$ cat config.mk
export PLATFORM = sky130hd
export DESIGN_NAME = dbps_top
export DESIGN_NICKNAME = d
export VERILOG_FILES = /design/src/dbps_pkg.sv /design/src/dbps_chan_if.sv /design/src/dbps_chan.sv /design/src/dbps_top.sv
export SDC_FILE = /design/constraint.sdc
export NUM_CORES = 1
export LEC_CHECK = 0
export ABC_AREA = 1
export CORE_MARGIN = 8
export CORE_UTILIZATION = 53
export DETAILED_ROUTE_END_ITERATION = 10
export DONT_BUFFER_PORTS = 1
export PLACE_DENSITY = 0.68
export SYNTH_ARGS = -nofsm -noshare
export SYNTH_HDL_FRONTEND = slang
export SYNTH_HIERARCHICAL = 1
export SYNTH_SLANG_ARGS = --single-unit
$ cat constraint.sdc
create_clock -name clk -period 3.2 [get_ports clk]
set_clock_uncertainty 0.2 [all_clocks]
set_input_delay 0.64 -clock clk [delete_from_list [all_inputs] [get_ports clk]]
set_output_delay 0.64 -clock clk [all_outputs]
set_load 0.005 [all_outputs]
$ cat src/dbps_pkg.sv
// constants and types shared by the dual-phase buck pwm sequencer
package dbps_pkg;
  localparam int CLK_MHZ = 250;
  // dead time between one drive falling and the other rising
  localparam int DEAD_NS = 30;
  localparam int DEAD_CYC = (DEAD_NS * CLK_MHZ + 999) / 1000;
  // power-good release delay
  localparam int PG_DELAY_MS = 140;
  localparam int PG_DELAY_CYC = PG_DELAY_MS * CLK_MHZ * 1000;
  // soft-start and soft-stop ramp length, and maximum on-time
  localparam int SS_CYC = 1024;
  localparam int MAX_ON_CYC = 200;
  // synchroniser bit positions
  localparam int NSYNC = 11;
  localparam int S_OSC = 0;
  localparam int S_SYNC = 1;
  localparam int S_LOCK = 2;
  localparam int S_DIS = 3;
  localparam int S_DUTY1 = 4;
  localparam int S_DUTY2 = 5;
  localparam int S_ILIM1 = 6;
  localparam int S_ILIM2 = 7;
  localparam int S_FB1 = 8;
  localparam int S_FB2 = 9;
  localparam int S_ZERO1 = 10;

  typedef enum logic [1:0] {
    PH_LOW = 2'h0,
    PH_DTH = 2'h1,
    PH_HIGH = 2'h3,
    PH_DTL = 2'h2
  } dbps_ph_t;

  typedef enum logic [2:0] {
    SQ_IDLE = 3'h0,
    SQ_SS1 = 3'h1,
    SQ_SS2 = 3'h3,
    SQ_RUN = 3'h2,
    SQ_STOP2 = 3'h6,
    SQ_STOP1 = 3'h7,
    SQ_WAITZ = 3'h5
  } dbps_seq_t;
endpackage

$ cat src/dbps_chan_if.sv
// signals between the sequencer and one channel's drive stage
`timescale 1ns/1ns
`default_nettype none
interface dbps_chan_if;
  logic start;
  logic ilim;
  logic duty_end;
  logic run;
  logic ls_en;
  logic hs;
  logic ls;
  logic hs_fell;
  modport chan (input start, ilim, duty_end, run, ls_en,
                output hs, ls, hs_fell);
  modport ctrl (output start, ilim, duty_end, run, ls_en,
                input hs, ls, hs_fell);
endinterface
`default_nettype wire

$ cat src/dbps_chan.sv
// one channel's high-side / low-side drive pair with dead time
`timescale 1ns/1ns
`default_nettype none
module dbps_chan #(
  parameter int DEAD = dbps_pkg::DEAD_CYC,
  parameter int MAX_ON = dbps_pkg::MAX_ON_CYC
) (
  input wire logic clk,
  input wire logic rst,
  dbps_chan_if.chan ch
);
  localparam int CW = $clog2(MAX_ON + DEAD + 1);
  dbps_pkg::dbps_ph_t ph, next_ph;
  logic [CW-1:0] cnt, next_cnt;
  logic hs, next_hs, ls, next_ls;

  ////////////////////////////////////////////////////////////////////
  always_comb begin
    next_ph = ph;
    next_cnt = cnt + 1'b1;
    unique case (ph)
      dbps_pkg::PH_LOW: begin
        next_cnt = '0;
        // a tripped valley limit skips the pulse, low side stays on
        if (ch.run && ch.start && !ch.ilim) begin
          next_ph = dbps_pkg::PH_DTH;
        end
      end
      dbps_pkg::PH_DTH: begin
        if (!ch.run) begin
          next_ph = dbps_pkg::PH_LOW;
        end else if (cnt == CW'(DEAD - 1)) begin
          next_ph = dbps_pkg::PH_HIGH;
          next_cnt = '0;
        end
      end
      dbps_pkg::PH_HIGH: begin
        if (!ch.run || ch.duty_end || cnt == CW'(MAX_ON - 1)) begin
          next_ph = dbps_pkg::PH_DTL;
          next_cnt = '0;
        end
      end
      dbps_pkg::PH_DTL: begin
        if (cnt == CW'(DEAD - 1)) begin
          next_ph = dbps_pkg::PH_LOW;
        end
      end
    endcase
    next_hs = next_ph == dbps_pkg::PH_HIGH;
    // low side only in the low phase, so never with the high side
    next_ls = ch.ls_en && next_ph == dbps_pkg::PH_LOW;
  end

  always_ff @(posedge clk) begin
    if (rst) begin
      ph <= dbps_pkg::PH_LOW;
      cnt <= '0;
      hs <= 1'b0;
      ls <= 1'b0;
    end else begin
      ph <= next_ph;
      cnt <= next_cnt;
      hs <= next_hs;
      ls <= next_ls;
    end
  end

  assign ch.hs = hs;
  assign ch.ls = ls;
  assign ch.hs_fell = hs && !next_hs;
endmodule
`default_nettype wire

$ cat src/dbps_top.sv
// dual-phase buck pwm sequencer: clock divide, lockout and sequencing
//
// Overview of operation
// - lockout holds both high-side drives low
// - lockout holds both low-side drives low
// - enable active high, low stops both
// - switching clock is oscillator or external sync (sync_sel) divided by two
// - channel one pulse starts rising edge
// - channel two pulse starts falling edge
// - pulse end swaps high side to low side
// - current limit skips pulse, keeps low side
// - supply below threshold disables both channels
// - lockout latched until rail discharged, then rises
// - enable starts channel one only first
// - lockout recovery restarts channel one first
// - enable cycled: wait output one zero first
// - low side latched low until first fall
// - low side high after soft-stop completes
// - channel two starts after channel one soft-start
// - soft-stop channel two before channel one
// - power-good released after soft-start, regulation, delay
// - complementary drives with non-overlap dead time
`timescale 1ns/1ns
`default_nettype none
module dbps_top #(
  parameter int PG_DELAY = dbps_pkg::PG_DELAY_CYC,
  parameter int SS_LEN = dbps_pkg::SS_CYC,
  parameter int MAX_ON = dbps_pkg::MAX_ON_CYC
) (
  input wire logic clk,
  input wire logic rst,
  input wire logic en,
  input wire logic osc_in,
  input wire logic sync_ext,
  input wire logic sync_sel,
  input wire logic supply_lockout,
  input wire logic rail_discharged,
  input wire logic duty_end_ch1,
  input wire logic duty_end_ch2,
  input wire logic ilim_ch1,
  input wire logic ilim_ch2,
  input wire logic fb_ok_ch1,
  input wire logic fb_ok_ch2,
  input wire logic output_level_ch1_zero,
  output logic hs_drive_ch1,
  output logic ls_drive_ch1,
  output logic hs_drive_ch2,
  output logic ls_drive_ch2,
  output logic sw_clk,
  output logic pgood_n_out,
  output logic pgood_n_oe
);
  localparam int NS = dbps_pkg::NSYNC;
  localparam int TW = $clog2(SS_LEN + 1);
  localparam int PW = $clog2(PG_DELAY + 1);

  ////////////////////////////////////////////////////////////////////
  // input synchronisers; only the second stage is used downstream
  logic [NS-1:0] raw, s1, s2;

  assign raw[dbps_pkg::S_OSC] = osc_in;
  assign raw[dbps_pkg::S_SYNC] = sync_ext;
  assign raw[dbps_pkg::S_LOCK] = supply_lockout;
  assign raw[dbps_pkg::S_DIS] = rail_discharged;
  assign raw[dbps_pkg::S_DUTY1] = duty_end_ch1;
  assign raw[dbps_pkg::S_DUTY2] = duty_end_ch2;
  assign raw[dbps_pkg::S_ILIM1] = ilim_ch1;
  assign raw[dbps_pkg::S_ILIM2] = ilim_ch2;
  assign raw[dbps_pkg::S_FB1] = fb_ok_ch1;
  assign raw[dbps_pkg::S_FB2] = fb_ok_ch2;
  assign raw[dbps_pkg::S_ZERO1] = output_level_ch1_zero;

  always_ff @(posedge clk) begin
    if (rst) begin
      s1 <= '0;
      s2 <= '0;
    end else begin
      s1 <= raw;
      s2 <= s1;
    end
  end

  logic lock_s, dis_s, zero_s, en_s;
  assign lock_s = s2[dbps_pkg::S_LOCK];
  assign dis_s = s2[dbps_pkg::S_DIS];
  assign zero_s = s2[dbps_pkg::S_ZERO1];
  // enable is a plain logic level, taken as synchronous
  assign en_s = en;

  ////////////////////////////////////////////////////////////////////
  // switching clock: toggle on each rise of the selected source
  logic src, src_d, next_src_d, src_rise, next_sw;

  assign src = sync_sel ? s2[dbps_pkg::S_SYNC] : s2[dbps_pkg::S_OSC];
  assign src_rise = src && !src_d;

  always_comb begin
    next_src_d = src;
    next_sw = src_rise ? !sw_clk : sw_clk;
  end

  always_ff @(posedge clk) begin
    if (rst) begin
      src_d <= 1'b0;
      sw_clk <= 1'b0;
    end else begin
      src_d <= next_src_d;
      sw_clk <= next_sw;
    end
  end

  ////////////////////////////////////////////////////////////////////
  // supply lockout latch: trips low, needs a discharge to re-arm
  logic locked, next_locked, dis_seen, next_dis_seen;

  always_comb begin
    next_locked = locked;
    next_dis_seen = dis_seen;
    if (locked && dis_s) begin
      next_dis_seen = 1'b1;
    end
    if (locked && dis_seen && !lock_s && !dis_s) begin
      next_locked = 1'b0;
      next_dis_seen = 1'b0;
    end
    // a new trip wins over a release in the same cycle
    if (lock_s) begin
      next_locked = 1'b1;
    end
  end

  always_ff @(posedge clk) begin
    if (rst) begin
      // reset behaves as a fresh power-up from a discharged rail
      locked <= 1'b1;
      dis_seen <= 1'b1;
    end else begin
      locked <= next_locked;
      dis_seen <= next_dis_seen;
    end
  end

  ////////////////////////////////////////////////////////////////////
  // power sequencer
  dbps_pkg::dbps_seq_t seq, next_seq;
  logic [TW-1:0] tmr, next_tmr;
  logic cycled, next_cycled;
  logic tdone;

  assign tdone = tmr == TW'(SS_LEN - 1);

  always_comb begin
    next_seq = seq;
    next_cycled = cycled;
    if (locked) begin
      next_seq = dbps_pkg::SQ_IDLE;
      next_cycled = 1'b0;
    end else begin
      unique case (seq)
        dbps_pkg::SQ_IDLE: begin
          if (en_s) begin
            next_seq = cycled ? dbps_pkg::SQ_WAITZ : dbps_pkg::SQ_SS1;
          end
        end
        dbps_pkg::SQ_WAITZ: begin
          if (!en_s) begin
            next_seq = dbps_pkg::SQ_IDLE;
          end else if (zero_s) begin
            next_seq = dbps_pkg::SQ_SS1;
            next_cycled = 1'b0;
          end
        end
        dbps_pkg::SQ_SS1: begin
          if (!en_s) begin
            next_seq = dbps_pkg::SQ_STOP1;
          end else if (tdone) begin
            next_seq = dbps_pkg::SQ_SS2;
          end
        end
        dbps_pkg::SQ_SS2: begin
          if (!en_s) begin
            next_seq = dbps_pkg::SQ_STOP2;
          end else if (tdone) begin
            next_seq = dbps_pkg::SQ_RUN;
          end
        end
        dbps_pkg::SQ_RUN: begin
          if (!en_s) begin
            next_seq = dbps_pkg::SQ_STOP2;
          end
        end
        dbps_pkg::SQ_STOP2: begin
          if (tdone) begin
            next_seq = dbps_pkg::SQ_STOP1;
          end
        end
        dbps_pkg::SQ_STOP1: begin
          if (tdone) begin
            next_seq = dbps_pkg::SQ_IDLE;
            next_cycled = 1'b1;
          end
        end
        default: begin
          next_seq = dbps_pkg::SQ_IDLE;
        end
      endcase
    end
    // a ramp restarts on every state change
    next_tmr = (next_seq != seq) ? '0 : tmr + 1'b1;
    if (next_seq == dbps_pkg::SQ_RUN || next_seq == dbps_pkg::SQ_IDLE
        || next_seq == dbps_pkg::SQ_WAITZ) begin
      next_tmr = '0;
    end
  end

  always_ff @(posedge clk) begin
    if (rst) begin
      seq <= dbps_pkg::SQ_IDLE;
      tmr <= '0;
      cycled <= 1'b0;
    end else begin
      seq <= next_seq;
      tmr <= next_tmr;
      cycled <= next_cycled;
    end
  end

  ////////////////////////////////////////////////////////////////////
  // channels
  dbps_chan_if chi[2] ();
  logic [1:0] run, park, armed, next_armed, hs, ls, fell;
  logic [1:0] start, ilim, duty;
  logic idle_park;

  assign idle_park = cycled && (seq == dbps_pkg::SQ_IDLE
                     || seq == dbps_pkg::SQ_WAITZ);
  // channel two is off through channel one's soft-start
  assign run[0] = !locked && (seq == dbps_pkg::SQ_SS1
                  || seq == dbps_pkg::SQ_SS2 || seq == dbps_pkg::SQ_RUN
                  || seq == dbps_pkg::SQ_STOP2
                  || seq == dbps_pkg::SQ_STOP1);
  assign run[1] = !locked && (seq == dbps_pkg::SQ_SS2
                  || seq == dbps_pkg::SQ_RUN
                  || seq == dbps_pkg::SQ_STOP2);
  assign park[0] = idle_park;
  assign park[1] = idle_park || seq == dbps_pkg::SQ_STOP1;
  assign start[0] = src_rise && !sw_clk;
  assign start[1] = src_rise && sw_clk;
  assign ilim = {s2[dbps_pkg::S_ILIM2], s2[dbps_pkg::S_ILIM1]};
  assign duty = {s2[dbps_pkg::S_DUTY2], s2[dbps_pkg::S_DUTY1]};

  for (genvar g = 0; g < 2; g++) begin : gch
    assign chi[g].start = start[g];
    assign chi[g].ilim = ilim[g];
    assign chi[g].duty_end = duty[g];
    assign chi[g].run = run[g];
    // low side held off in lockout and until a first pulse ends
    assign chi[g].ls_en = !locked && armed[g]
                          && (run[g] || park[g]);
    assign hs[g] = chi[g].hs;
    assign ls[g] = chi[g].ls;
    assign fell[g] = chi[g].hs_fell;
    // a falling high side wins over a lockout clear
    assign next_armed[g] = fell[g] ? 1'b1 : (locked ? 1'b0 : armed[g]);

    dbps_chan #(
      .DEAD(dbps_pkg::DEAD_CYC),
      .MAX_ON(MAX_ON)
    ) u_chan (
      .clk(clk),
      .rst(rst),
      .ch(chi[g])
    );
  end

  always_ff @(posedge clk) begin
    if (rst) begin
      armed <= '0;
    end else begin
      armed <= next_armed;
    end
  end

  assign hs_drive_ch1 = hs[0];
  assign ls_drive_ch1 = ls[0];
  assign hs_drive_ch2 = hs[1];
  assign ls_drive_ch2 = ls[1];

  ////////////////////////////////////////////////////////////////////
  // power-good: open drain, pulled low until regulation plus delay
  logic pg_cond, pg_rel, next_pg_rel;
  logic [PW-1:0] pg_cnt, next_pg_cnt;

  assign pg_cond = !locked && seq == dbps_pkg::SQ_RUN
                   && s2[dbps_pkg::S_FB1] && s2[dbps_pkg::S_FB2];

  always_comb begin
    next_pg_cnt = '0;
    next_pg_rel = 1'b0;
    if (pg_cond) begin
      next_pg_cnt = pg_cnt;
      if (pg_cnt == PW'(PG_DELAY - 1)) begin
        next_pg_rel = 1'b1;
      end else begin
        next_pg_cnt = pg_cnt + 1'b1;
      end
    end
  end

  always_ff @(posedge clk) begin
    if (rst) begin
      pg_cnt <= '0;
      pg_rel <= 1'b0;
    end else begin
      pg_cnt <= next_pg_cnt;
      pg_rel <= next_pg_rel;
    end
  end

  assign pgood_n_out = 1'b0;
  assign pgood_n_oe = !pg_rel;
endmodule
`default_nettype wire

# Word-level counts from Yosys, hierarchy flattened
# Cells that the tools add are included.
# W data, S select, Z words.
# classes
addsub	4
eq_ne	26
n_mux	44
bitwise	1
n_reduce_logical	68
# op_table
cell	n
$mux W8	6
$pmux W8 S3	2
$mux W3	12
$add A26 B1 Y26 const B	1
$eq A26 B26 Y1 const B	1
$logic_and A1 B1 Y1	25
$pmux W3 S7	1
$mux W2	10
$add A8 B1 Y8 const B	2
$eq A8 B3 Y1 const B	2
$eq A8 B8 Y1 const B	2
$logic_or A1 B1 Y1	16
$pmux W2 S4	2
$eq A2 B2 Y1 const B	6
$eq A3 B3 Y1 const B	4
$logic_not A1 Y1	12
$add A11 B1 Y11 const B	1
$eq A11 B10 Y1 const B	1
$mux W1	10
$eq A3 B2 Y1 const B	3
$logic_not A2 Y1	4
$reduce_bool A2 Y1	4
$logic_not A3 Y1	2
$ne A2 B2 Y1 const B	3
8 further kinds	11
# totals
ff_bits	94
inputBits	15
out_inout_bits	7
word_cells	164

# Depth between registers and ports, before layout
# logic_depth
ltp_word	15
depth_mapped	14
mapped_depth_nobuf	13

# By module
# Netlist, hierarchy kept.
# modules_own_cells
mod	instances	cells_per_inst	area_each_um2
dbps_top	1	424	3134.3
dbps_chan	2	89	645.6

# Least setup slack after synthesis
# Ideal clock, no wire load.
# synth_timing
kind	flip-flop to flip-flop
startpoint	register pg_cnt[0]
endpoint	register pg_cnt[22]
setup_time_ns	0.109
arrival_ns	1.598
required_ns	2.891
setup_slack_ns	1.293
stages_incl_launch_ff	13
synth_period_minus_slack_ns	1.907
cell_sequence	dfxtp_1 ha_1 nand2_1 nor3_2 nand2_1 nor2_2 inv_2 nor2_2 nand2_1 o21ai_2 o21ai_1 nand2_1 inv_1
# synth_between
elab_chain_cells	1
# synth_rtl
element	line	rtl
from (decl)	dbps_top.sv:292	logic [PW-1:0] pg_cnt, next_pg_cnt;
from (signal assigned)	dbps_top.sv:315	pg_cnt <= next_pg_cnt;
$add A26 B1 Y26 or $eq A26 B26 Y1 (tied branches)	dbps_top.sv:305, dbps_top.sv:302	
# Parallel ways exist; a longest one is shown, timed or not.
# A chain may end at the register's enable or synchronous reset.

# Final worst setup path
# layout_timing
startpoint	register tmr[0]
endpoint	register tmr[0]
# layout_between
elab_chain_cells	9
# layout_rtl
element	line	rtl
from (decl)	dbps_top.sv:146	logic [TW-1:0] tmr, next_tmr;
from (signal assigned)	dbps_top.sv:223	tmr <= next_tmr;
$eq A11 B10 Y1	dbps_top.sv:150	assign tdone = tmr == TW'(SS_LEN - 1);
$mux W3 (on tied branches)	dbps_top.sv:183, dbps_top.sv:176	
$mux W3 (on tied branches)	dbps_top.sv:181, dbps_top.sv:174	
$pmux W3 S7	dbps_top.sv:159	unique case (seq)
$mux W3	dbps_top.sv:155	if (locked) begin
$eq A3 B2 Y1 or $logic_not A3 Y1 (tied branches)	dbps_top.sv:210	if (next_seq == dbps_pkg::SQ_RUN || next_seq == dbps_pkg::SQ_IDLE
$logic_or A1 B1 Y1	dbps_top.sv:210	
$logic_or A1 B1 Y1	dbps_top.sv:211	|| next_seq == dbps_pkg::SQ_WAITZ) begin
$reduce_or A3 Y1 (no source line)	--	
# Parallel ways exist; a longest one is shown, timed or not.

==> impl_metrics.csv <==
group,metric,value,unit
clock_network,cts.sinks,94,
clock_network,clk_latency,0.35,ns
worst_setup_path,crit_fanout,11,
timing,setup_viol,0,
clock_network,cts_setup_buffers,0,
global_route,grt_use_total,0.148,
route,wl_per_cell,11.6,um
timing,slew-limit-headroom,0.621,
outcome,status,"finished clean",
clock_network,cts.hold.buffers_added,0,
timing,setup_slack,0.924,ns
yosys,synthCells,602,
yosys,synth_area,4430,um2
route,wl_met1,3880,um
clock_network,root_buffer,"clkbuf_8",
route,wl_met2,3920,um
timing,period_needed,2.28,ns
route,ant_nets,0,
yosys,yosys.area.top_type_share,0.425,
timing,hold_viol,0,
cells_and_area,layout_commonest_cell,"nand2_1",
placed_design,dpl.hpwl,6020,um
floorplan,initial_core_util,0.541,
worst_setup_path,cp-start-kind,"register",
cells_and_area,fillers,773,
timing,maxSlewViolCount,0,
pwr,leakagePower,1.89,nW
global_route,grt_overflow_total,0,
clock_network,cts_tree,"done",
pwr,max-vdd-ir-drop,333,uV
worst_setup_path,endpoint_kind,"register",
route,drcViolationCount,0,
yosys,syn_area_per_cell,7.35,um2
timing,timing.setup.tns,0,ns
global_route,antenna_found_initial,0,
floorplan,die_h,107,um
route,dr.pass1.iters,4,
yosys,synthFlopType,"dfxtp_1",
timing,timing.final.crit_share,0.711,
timing,worst_pin_slew,0.568,ns
hold_path,hp-class,"in -> reg",
timing,rsz0062_at_grt,"false",
yosys,synth_edf_count,0,
cells_and_area,num-nets-final,625,
global_route,grt_pass1_wl,14200,um
clock_network,cts_max_level,3,
floorplan,rows,33,
floorplan,core_area,8180,um2
yosys,yosysUniqueCellTypes,43,
route,dr_wl_met3,379,um
clock_network,cts_buffer_depth,2,
cells_and_area,areaGrowthSynthToFinish,8.59,%
pwr,power_density,487,nW/um2
global_route,grt_pass1_vias,3334,
yosys,ys_seq_area_frac,0.425,
route,viasPerCell,5.03,
route,routed_wl,8290,um
global_route,grt_max_degree,44,
yosys,synth_fp_nets,621,
cells_and_area,antenna-diode-count,0,
job,maxCapViolCount,0,
route,top_layer,"met4",
floorplan,die_w,107,um
worst_setup_path,crit_arrival,2.31,ns
placed_design,place.gp.congestion,0.871,
floorplan,die_area,11500,um2
route,dr.first_iter.drc_count,159,
placed_design,port-buffer-count,0,
timing,timing.fmax,0.439,GHz
clock_network,clk_pin_slew_worst_paths,0.09,ns
cells_and_area,drive_gt1_frac,0.134,
yosys,yosys.area.top_type,"dfxtp_1",
worst_setup_path,path_class,"reg -> reg",
placed_design,post_dp_cell_area,4510,um2
cells_and_area,design_area,4810,um2
route,num_vias,3603,
cells_and_area,layout_common_cells,"nand2_1, inv_1, dfxtp_1, nor2_1, nand3_1",
clock_network,cts_resized,0,
yosys,synthTopCellsByArea,"dfxtp_1, nand2_1, inv_1, nor2_1, nand3_1",
yosys,synth-seq-cells,94,
placed_design,dpl_worst_slack,0.913,ns
floorplan,num_io_pins,22,
yosys,synthArstFlopShare,0,
worst_setup_path,critPathRequiredTime,3.23,ns
clock_network,numCtsBuffers,9,
yosys,yosys_warnings,6,
[state kept, by name, summed over array words and instances (netlist names)]
name	cells
gch.u_chan/ph	4
s2	11
gch.u_chan/ch.ls	2
src_d	1
tmr	11
gch.u_chan/cnt	16
locked	1
s1	11
seq	3
sw_clk	1
pg_rel	1
armed	2
pg_cnt	26
gch.u_chan/ch.hs	2
cycled	1
dis_seen	1
[synth_stat cells, types with 3 or more instances]
library cell    n
nand2_1       100
dfxtp_1        94
inv_1          94
nor2_1         90
nand3_1        35
a21oi_1        30
o21ai_0        25
nor2_2         18
nand4_1        14
nand2_2        13
nor3_1         11
nor2_4          8
nand3_2         6
xor2_1          6
ha_1            4
nor4_1          4
o21a_1          4
xnor2_1         4
clkbuf_1        3
inv_2           3
nor3_2          3
or2_2           3
[cells by family after synthesis]
kind of cell	after synthesis	share of synthesized area
other	1	0.000847
AND/OR/NAND/NOR	314	0.355
flip-flops	94	0.425
buffers and inverters	107	0.0961
AO/OA/AOI/OAI	71	0.0899
adder cells (fa/ha/maj)	4	0.0113
multiplexers	1	0.00226
XOR/XNOR	10	0.0198
[worst max-delay path, cell delays in order (launching register included)]
cell and delay, ns:
dfxtp_1 0.36, ha_1 0.18, nand2_1 0.09, nor2_4 0.16
nand3_4 0.13, a21oi_1 0.15, nand2_1 0.09, nand2_2 0.08
nand3_1 0.07, nand2_1 0.08, nand2_1 0.05, nand2_1 0.43
nor2_1 0.07
[where the power goes]
group          total (W)  switching (W)  internal (W)
Sequential       0.00119     0.00000738       0.00119
Clock            0.00109       0.000410      0.000682
Combinational  0.0000565      0.0000370     0.0000195
Total            0.00234       0.000454       0.00189
[area by class of cell]
type	instances	area (um2)	area share
well taps	105	131	0.0273
inverters	99	374	0.0778
flip-flops and latches	94	1880	0.392
multi-input cells	401	2120	0.441
clock buffers	9	124	0.0258
repair buffers	1	7.51	0.00156
clock inverters	7	169	0.0351
[per-stage QoR]
stage / hold slack, ns / utilization / power, W / cells
finish: 0.157 / 0.588 / 0.00234 / 716
global route: 0.121 / 0.588 / 0.00243 / 716
CTS: 0.130 / 0.588 / 0.00237 / 716
detailed placement: 0.195 / 0.552 / 0.00128 / 700
global placement: 0.192 / 0.552 / 0.00128 / 700
floorplan: 0.188 / - / 0.00128 / 602
[metal layers]
metal / up-vias / global-route usage
met3: 9 / 0.0407
li1: 1918 / -
met5: - / 0
met1: 1604 / 0.174
met4: 0 / 0.0525
met2: 72 / 0.253
[final timing paths]
check | from | to | slack (ns) | cells past startpoint
worst max-delay path | tmr[0] | tmr[0] | 0.92 | 12
worst min-delay path | rst | s2[3] | 0.16 | 1
worst max register to register | tmr[0] | tmr[0] | 0.92 | 12
worst min register to register | s1[3] | s2[3] | 0.21 | 2
Power figures use the tool's default switching activity.
